==> src/design/tcg_cfg.svh <==
// Timing counts and table geometry for the TDM clock and tone generator
`ifndef TCG_CFG_SVH
`define TCG_CFG_SVH
`define TCG_DIV_BIT    10
`define TCG_DIV_FRAME  2560
`define TCG_DIV_MID    128
`define TCG_NUM_TONES  24
`define TCG_NUM_SLOTS  256
`define TCG_SAMPLE_W   8
`define TCG_FETCH_SUB  4'h7
`define TCG_SLOT_LAST  4'h9
`define TCG_BIT_HALF   4'h5
`define TCG_MID_LAST   7'h7F
`define TCG_MID_HALF   7'h40
`define TCG_FRM_LAST   12'h09FF
`define TCG_FRM_HALF   12'h0500
`endif

==> src/design/tcg_pkg.sv <==
// Types shared by the TDM clock and tone generator
package tcg_pkg;
  // One time slot table entry
  typedef struct packed {
    logic       valid;  // Slot carries a tone
    logic [4:0] tone;   // Tone index
  } tcg_entry_type;
  // Bus clock bundle
  typedef struct packed {
    logic bit_clk;      // 2.048 MHz
    logic mid_clk;      // 160 kHz
    logic frame_clk;    // 8 kHz
  } tcg_clk_type;
endpackage

==> src/design/tcg_top.sv <==
// TDM bus clock divider, tone memory and time slot table
`timescale 1ns/100ps
`include "tcg_cfg.svh"
module tcg_top #(
  parameter int SAMPLE_W  = `TCG_SAMPLE_W,   // Tone sample width
  parameter int NUM_TONES = `TCG_NUM_TONES   // Tones kept in memory
) (
  input  wire logic                REF_CLK,    // Oscillator clock
  input  wire logic                RST,        // Power-on reset, high
  output      tcg_pkg::tcg_clk_type BUS_CLKS,  // Bus clocks out
  output      logic                TONE_REQ,   // Sample request pulse
  output      logic [4:0]          TONE_RIDX,  // Requested tone index
  input  wire logic                TONE_WE,    // Sample write strobe
  input  wire logic [4:0]          TONE_WIDX,  // Written tone index
  input  wire logic [SAMPLE_W-1:0] TONE_WDATA, // Written sample
  input  wire logic                TBL_WE,     // Table write strobe
  input  wire logic [7:0]          TBL_ADDR,   // Table entry address
  input  wire tcg_pkg::tcg_entry_type TBL_ENTRY, // Table entry data
  output      logic [SAMPLE_W-1:0] BUS_DATA,   // Slot sample out
  output      logic                BUS_OE_N    // Low while driving
);

  // Refuse parameters the 5-bit tone index cannot address;
  // 32 tones would wrap the 5-bit limit compare to zero
  if (NUM_TONES < 1 || NUM_TONES > 31 || SAMPLE_W < 1)
  begin : g_bad_param
    $error("tcg_top: unsupported NUM_TONES or SAMPLE_W");
  end

  logic [3:0]  sub_cnt;       // Oscillator cycle within slot
  logic [6:0]  mid_cnt;       // 160 kHz divider
  logic [11:0] frame_cnt;     // Oscillator cycle within frame
  logic [7:0]  slot_cnt;      // Current bus slot
  logic [4:0]  tone_cnt;      // Tone counter
  logic [SAMPLE_W-1:0] tone_mem [NUM_TONES];       // Tone memory
  tcg_pkg::tcg_entry_type tbl [`TCG_NUM_SLOTS];    // Slot table
  tcg_pkg::tcg_entry_type entry_q;  // Fetched entry of next slot
  logic [SAMPLE_W-1:0] samp_q;      // Fetched sample of next slot
  logic                drive_q;     // Next slot is driven

  // Decodes of the divider state, the tone clock strobes
  wire slot_end   = (sub_cnt == `TCG_SLOT_LAST);
  wire frame_wrap = (frame_cnt == `TCG_FRM_LAST);
  wire fetch_now  = (sub_cnt == `TCG_FETCH_SUB);
  wire sample_now = (sub_cnt == `TCG_FETCH_SUB + 4'h1);
  wire tone_left  = (tone_cnt < 5'(NUM_TONES));
  // Another tone remains after the current one
  wire tone_more  = (tone_cnt < 5'(NUM_TONES - 1));
  // Frame start asks for tone 0, later slot starts the next tone
  wire       next_req  = slot_end && (frame_wrap || tone_more);
  wire [4:0] next_ridx = frame_wrap ? 5'h00 : tone_cnt + 5'h01;
  wire [7:0] next_slot = slot_cnt + 8'h01;
  wire entry_ok   = entry_q.valid && (entry_q.tone < 5'(NUM_TONES));
  wire [SAMPLE_W-1:0] mem_at_entry =
    entry_ok ? tone_mem[entry_q.tone] : '0;
  wire [3:0]  next_sub   = slot_end ? 4'h0 : sub_cnt + 4'h1;
  wire [6:0]  next_mid   = mid_cnt + 7'h01;
  wire [11:0] next_frame = frame_wrap ? 12'h000 : frame_cnt + 12'h001;

  // Free-running dividers; only power-on reset touches them
  always_ff @(posedge REF_CLK or posedge RST)
  begin
    if (RST)
    begin
      sub_cnt   <= 4'h0;
      mid_cnt   <= 7'h00;
      frame_cnt <= 12'h000;
    end
    else
    begin
      sub_cnt   <= next_sub;
      mid_cnt   <= next_mid;
      frame_cnt <= next_frame;
    end
  end

  // Registered bus clock drivers, roughly half duty each
  always_ff @(posedge REF_CLK or posedge RST)
  begin
    if (RST)
      // Counts rest at zero, inside the high phase of every clock;
      // a low reset level would give a short first pulse
      BUS_CLKS <= 3'b111;
    else
    begin
      BUS_CLKS.bit_clk   <= (next_sub < `TCG_BIT_HALF);
      BUS_CLKS.mid_clk   <= (next_mid < `TCG_MID_HALF);
      BUS_CLKS.frame_clk <= (next_frame < `TCG_FRM_HALF);
    end
  end

  // Slot and tone counters locked to the frame by tone clock strobes
  always_ff @(posedge REF_CLK or posedge RST)
  begin
    if (RST)
    begin
      slot_cnt <= 8'h00;
      tone_cnt <= 5'h00;
    end
    else if (frame_wrap)
    begin
      slot_cnt <= 8'h00;
      tone_cnt <= 5'h00;
    end
    else if (slot_end)
    begin
      slot_cnt <= next_slot;
      tone_cnt <= tone_left ? tone_cnt + 5'h01 : tone_cnt;
    end
  end

  // One request per tone per frame, tone 0 excepted in the first frame after reset, at the first cycle of a slot
  always_ff @(posedge REF_CLK or posedge RST)
  begin
    if (RST)
    begin
      TONE_REQ  <= 1'b0;
      TONE_RIDX <= 5'h00;
    end
    else
    begin
      TONE_REQ  <= next_req;
      TONE_RIDX <= next_ridx;
    end
  end

  // Tone memory: one address per tone, written by the generator
  for (genvar t = 0; t < NUM_TONES; t++)
  begin : g_tone
    always_ff @(posedge REF_CLK or posedge RST)
    begin
      if (RST)
        tone_mem[t] <= '0;
      else if (TONE_WE && TONE_WIDX == 5'(t))
        tone_mem[t] <= TONE_WDATA;
    end
  end

  // Slot table: processor side port, all entries invalid at reset
  for (genvar s = 0; s < `TCG_NUM_SLOTS; s++)
  begin : g_slot
    always_ff @(posedge REF_CLK or posedge RST)
    begin
      if (RST)
        tbl[s] <= '0;
      else if (TBL_WE && TBL_ADDR == 8'(s))
        tbl[s] <= TBL_ENTRY;
    end
  end

  // Fetch pipeline, started ahead of the slot boundary
  always_ff @(posedge REF_CLK or posedge RST)
  begin
    if (RST)
    begin
      entry_q <= '0;
      samp_q  <= '0;
      drive_q <= 1'b0;
    end
    else
    begin
      if (fetch_now)
        entry_q <= tbl[next_slot];
      if (sample_now)
      begin
        samp_q  <= mem_at_entry;
        drive_q <= entry_ok;
      end
    end
  end

  // Bus output changes only at the slot boundary
  always_ff @(posedge REF_CLK or posedge RST)
  begin
    if (RST)
    begin
      BUS_DATA <= '0;
      BUS_OE_N <= 1'b1;
    end
    else if (slot_end)
    begin
      BUS_DATA <= samp_q;
      BUS_OE_N <= !drive_q;
    end
  end

  // Helper count of requests within the current frame
  logic [5:0] req_seen;
  always_ff @(posedge REF_CLK or posedge RST)
  begin
    if (RST)
      req_seen <= 6'h00;
    else if (frame_wrap)
      req_seen <= 6'h00;
    else if (TONE_REQ)
      req_seen <= req_seen + 6'h01;
  end
  logic first_frame;   // Before the first full frame has passed
  always_ff @(posedge REF_CLK or posedge RST)
  begin
    if (RST)
      first_frame <= 1'b1;
    else if (frame_wrap)
      first_frame <= 1'b0;
  end
endmodule // tcg_top
==> config.mk <==
export PLATFORM = sky130hd
export DESIGN_NAME = tcg_top
export DESIGN_NICKNAME = d
export VERILOG_FILES = /design/src/design/tcg_pkg.sv /design/src/design/tcg_top.sv
export VERILOG_INCLUDE_DIRS = /design/src /design/src/design
export SDC_FILE = /design/constraint.sdc
export NUM_CORES = 2
export LEC_CHECK = 0
export BUFFER_PORTS_ARGS = -buffer_cell sky130_fd_sc_hd__buf_2
export CAP_MARGIN = 20
export CORE_MARGIN = 8
export CORE_UTILIZATION = 64
export CTS_CLUSTER_SIZE = 12
export DETAILED_ROUTE_END_ITERATION = 10
export GPL_TIMING_DRIVEN = 1
export PLACE_DENSITY = 0.8
export SLEW_MARGIN = 5
export SYNTH_ARGS = -nofsm -noshare
export SYNTH_HDL_FRONTEND = slang
export SYNTH_SLANG_ARGS = --single-unit
==> constraint.sdc <==
create_clock -name REF_CLK -period 87.8 [get_ports REF_CLK]
set_input_delay 17.56 -clock REF_CLK [delete_from_list [all_inputs] [get_ports REF_CLK]]
set_output_delay 17.56 -clock REF_CLK [all_outputs]
set_load 0.01 [all_outputs]
---- Word level (Yosys, flattened, before mapping) ----
Cells that the tools add are included.
cells by class
  muxes and demuxes ....................... 15
  $add $sub $neg .......................... 5
  reduce and logical (&&, ||, !) cells .... 289
  eq/ne operators ......................... 282
  bitwise operators ....................... 2
  $lt $le $gt $ge ......................... 8
operators by type and width
  kind                                                   count
  equality test 8 bit (second input constant)            128
  equality test 8 x 7 -> 1 bit (second input constant)   64
  logical AND 1 bit                                      282
  equality test 8 x 6 -> 1 bit (second input constant)   32
  equality test 8 x 5 -> 1 bit (second input constant)   16
  equality test 8 x 4 -> 1 bit (second input constant)   8
  binary-select mux 6 bit (select 8 bit)                 1
  binary-select mux 8 bit (select 5 bit)                 1
  equality test 5 x 4 -> 1 bit (second input constant)   8
  equality test 5 bit (second input constant)            8
  2-to-1 mux 8 bit                                       5
  equality test 8 x 3 -> 1 bit (second input constant)   4
  equality test 5 x 3 -> 1 bit (second input constant)   4
  2-to-1 mux 5 bit                                       4
  equality test 8 x 2 -> 1 bit (second input constant)   2
  < comparator 5 bit (second input constant)             3
  adder 12 x 1 -> 12 bit (second input constant)         1
  equality test 12 bit (second input constant)           1
  < comparator 12 x 11 -> 1 bit (second input constant)  1
  2-to-1 mux 12 bit                                      1
  2-to-1 mux 6 bit                                       2
  equality test 5 x 2 -> 1 bit (second input constant)   2
  >= comparator 9 bit (second input constant)            1
  inverter 8 -> 9 bit                                    1
  19 further kinds                                       21
storage, ports and cells
  flip-flop bits (word level) ............. 1,797
  input bits .............................. 31
  word-level logic and storage cells ...... 1,153

---- Logic depth before layout (Yosys ltp) ----
  word-level depth ........................ 5
  gate-level depth with buffers ........... 13
  gate-level depth less buffers ........... 9

---- Worst setup path before layout ----
OpenSTA, ideal clock, no wires.
  kind .................................... in2reg
  start point ............................. input TBL_ADDR[3]
  end point ............................... register tbl[318] (netlist bit)
  buffers on the path ..................... 2
  setup slack ............................. 68.347 ns
  required time ........................... 87.675 ns
  arrival time ............................ 19.328 ns
  stages on the path ...................... 7
  cell sequence ........................... clkbuf_1 > nor2b_1 > and2_1 > nand2_1 > clkbuf_1 > nor2_1 > mux2_2
between the ends
  cells in the longest elaborated chain, start to end .. 2
ends and longest elaborated chain
  element                         RTL line        source
  start: declaration              tcg_top.sv:17   input wire logic [7:0] TBL_ADDR,
  equality test 8 bit             tcg_top.sv:146  else if (TBL_WE && TBL_ADDR == 8'(s))
  logical AND 1 bit               tcg_top.sv:146
  end signal: indexed assignment  tcg_top.sv:145  tbl[s] <= '0;
  end signal: indexed assignment  tcg_top.sv:147  tbl[s] <= TBL_ENTRY;
  end: declaration                tcg_top.sv:36   tcg_pkg::tcg_entry_type tbl [`TCG_NUM_SLOTS];
No other way between the ends.
A chain may end at the register's enable or synchronous reset.

==> flow_summary.yaml <==
cells_and_area:
  nNetsFinal: 5453
  area_growth_pct: 8.96
  multi_input_area_um2: 35300
  final_common_cell: "dfrtp_1"
  seq_area_um2: 45000
  final_cell_mix: "dfrtp_1 (1790), mux2_2 (1728), mux4_2 (446), nand2_1 (435), nor2_1 (231)"
  instances_no_fill: 7201
  layout-drive-gt1-share: 0.467
  fill_cells: 8140
worst_setup_path:
  required_ns: 88.75
  end_kind: "async pin"
  worstPathMaxFanout: 174
  crit_type: "in2async"
  arrival_ns: 23.16
  startpoint_type: "primary input"
synth:
  synth_top_family_by_area: "multiplexers"
  synth_edf_count: 0
  synth_cell_type_count: 54
  netlist_area_um2: 81900
  synth_flop_cell: "dfrtp_1"
  synth-seq-cells: 1797
  yosys.area_share.simple: 0.0438
  seq_area_frac_synth: 0.549
  postSynthCellCount: 5480
  synth_compound_area_frac: 0.0154
  synth_area_per_cell_um2: 14.9
  muxShareOfSynthArea: 0.365
  async_flop_share: 1.00
  syn_nets: 5518
  synth_xor_area_frac: 0.00458
  synth-warning-count: 0
  synth_fa_ha_area_frac: 0.00107
sta:
  fin_skew_ns: 0.0285
  tightestPinTransition_ns: 1.26
  timing.slew.headroom: 0.159
  period_share: 0.253
  setup_viol: 0
  final_hold_viol_count: 0
  setup_tns_ns: 0
  rsz0062_at_grt: "no"
  timing.fmax_mhz: 45.0
  slew_viol_final: 0
  period_needed_ns: 22.22
detailed_routing:
  drtIter0Drc: 4638
  wl_mm: 204
  vias: 48500
  viasPerCell: 6.74
  first_pass_iters: 5
  ant_nets: 0
  avgRoutedWirePerCell_um: 28.4
  route.detailed.drc: 0
power:
  ir_drop_v: 0.0000190
  power_leakage_nw: 41.5
  power_density_nw_per_um2: 19.8
place:
  gp_congestion: 0.870
  dp_hpwl_mm: 124
  placed_cells: 6886
  portBuffers: 48
clocking:
  clkLatencyLatePin_ns: 0.82
  htreeDepth: 4
  root_buffer: "clkbuf_16"
  cts_setup_buffers: 0
  path_clk_slew_ns: 0.06
  numClockSinks: 1797
  cts_buffers: 181
  cts_tree: "done"
  postCtsResizedCells: 0
  clockBufferDepth: 3
  cts_hold_buf: 0
floorplan:
  core_region_area_um2: 127000
  ios: 49
  initial_core_util: 0.643
  dieArea_um2: 140000
  die_width_um: 374
  die_y_um: 374
  rows: 131
grt:
  grt_pass1_vias: 50300
  antenna_found_initial: 7
  grt_use_total: 0.293
  grt-ovfl-total: 0
  grt_max_degree: 188
  grt_pass1_wl_mm: 316
run_status:
  status: "finished, final reports clean"
flow_run:
  maxCapViolCount: 0
hold_path:
  worstHoldPathType: "reg2reg"
-- metrics by stage --
stage                     area, µm²   util  total power, W  hold slack, ns  worst slack (ns)
after global routing          89200  0.701         0.00183           0.468             64.67
after global placement        83400  0.655         0.00104           0.417             63.85
after floorplan               81900      -         0.00101           0.406             19.51
after CTS                     89000  0.699         0.00178           0.437             64.60
final                         89300  0.701         0.00177           0.429             65.58
after detailed placement      83400  0.655         0.00104           0.429             63.73
-- state kept, by name, summed over array words and instances (netlist names) --
| register | flops |
|---|---|
| entry_q | 6 |
| frame_cnt | 12 |
| TONE_REQ | 1 |
| samp_q | 8 |
| BUS_DATA | 8 |
| drive_q | 1 |
| BUS_OE_N | 1 |
| tone_cnt | 5 |
| BUS_CLKS | 3 |
| sub_cnt | 4 |
| slot_cnt | 8 |
| TONE_RIDX | 5 |
| tbl | 1536 |
| mid_cnt | 7 |
| tone_mem | 192 |
-- cell usage after synthesis (15+ instances only) --
master / n / area share
nand3_1: 98 / 0.0060
buf_2: 56 / 0.0034
xor2_1: 17 / 0.0018
buf_6: 15 / 0.0021
buf_1: 22 / 0.0010
mux4_2: 446 / 0.12
mux2i_1: 36 / 0.0044
buf_4: 23 / 0.0021
mux2_2: 1728 / 0.24
dfrtp_1: 1793 / 0.55
nor2b_1: 19 / 0.0015
nor3_1: 17 / 0.0010
clkbuf_1: 266 / 0.012
xnor2_1: 19 / 0.0020
o22ai_1: 19 / 0.0015
nand2_1: 435 / 0.020
a22oi_1: 58 / 0.0053
nor2_1: 236 / 0.011
inv_1: 16 / 0.00073
-- where the power goes --
part	internal, W	switching (W)
Combinational	0.0000632	0.0000632
Clock	0.000424	0.000315
Sequential	0.000880	0.0000260
Total	0.00137	0.000404
-- per-layer routing --
layer | global-route usage | vias up | routed length (µm)
li1 | - | 20000 | -
met1 | 0.410 | 26100 | 82800
met2 | 0.454 | 1944 | 97400
met3 | 0.0688 | 428 | 16300
met4 | 0.112 | 2 | 7640
met5 | 0 | - | 13
-- final timing paths --
check / start / to / slack (ns) / cells after the start
max: RST / tbl[1461] / 65.58 / 10
min: drive_q / BUS_OE_N / 0.43 / 1
max reg2reg: slot_cnt[0] / entry_q[4] / 81.61 / 12
min reg2reg: drive_q / BUS_OE_N / 0.43 / 1
max in group REF_CLK: TBL_ADDR[0] / tbl[903] / 67.85 / 6
min in group asynchronous: RST / tbl[788] / 16.93 / 2
-- cell families after synthesis --
logic type | Yosys count
compound gates | 169
buf+inv | 398
flops | 1797
mux | 2210
simple gates | 860
fa+ha+maj | 7
xor+xnor | 39
-- worst max-delay path, stage by stage --
cell    delay [ns]
buf_2         0.13
inv_8         0.60
buf_4         0.84
buf_12        0.70
buf_4         0.74
buf_4         0.34
buf_16        0.32
buf_4         0.82
buf_4         0.41
buf_16        0.34
-- layout make-up --
cell class,instances,share of cell area
flip-flops and latches,1797,0.504
diodes,8,0.000224
multi-input cells,3285,0.395
inverters,16,0.000757
clock buffers,278,0.0603
clock inverters,21,0.00241
well taps,1662,0.0233
repair buffers,134,0.0136
No activity file was read; power rests on OpenSTA's default activity.
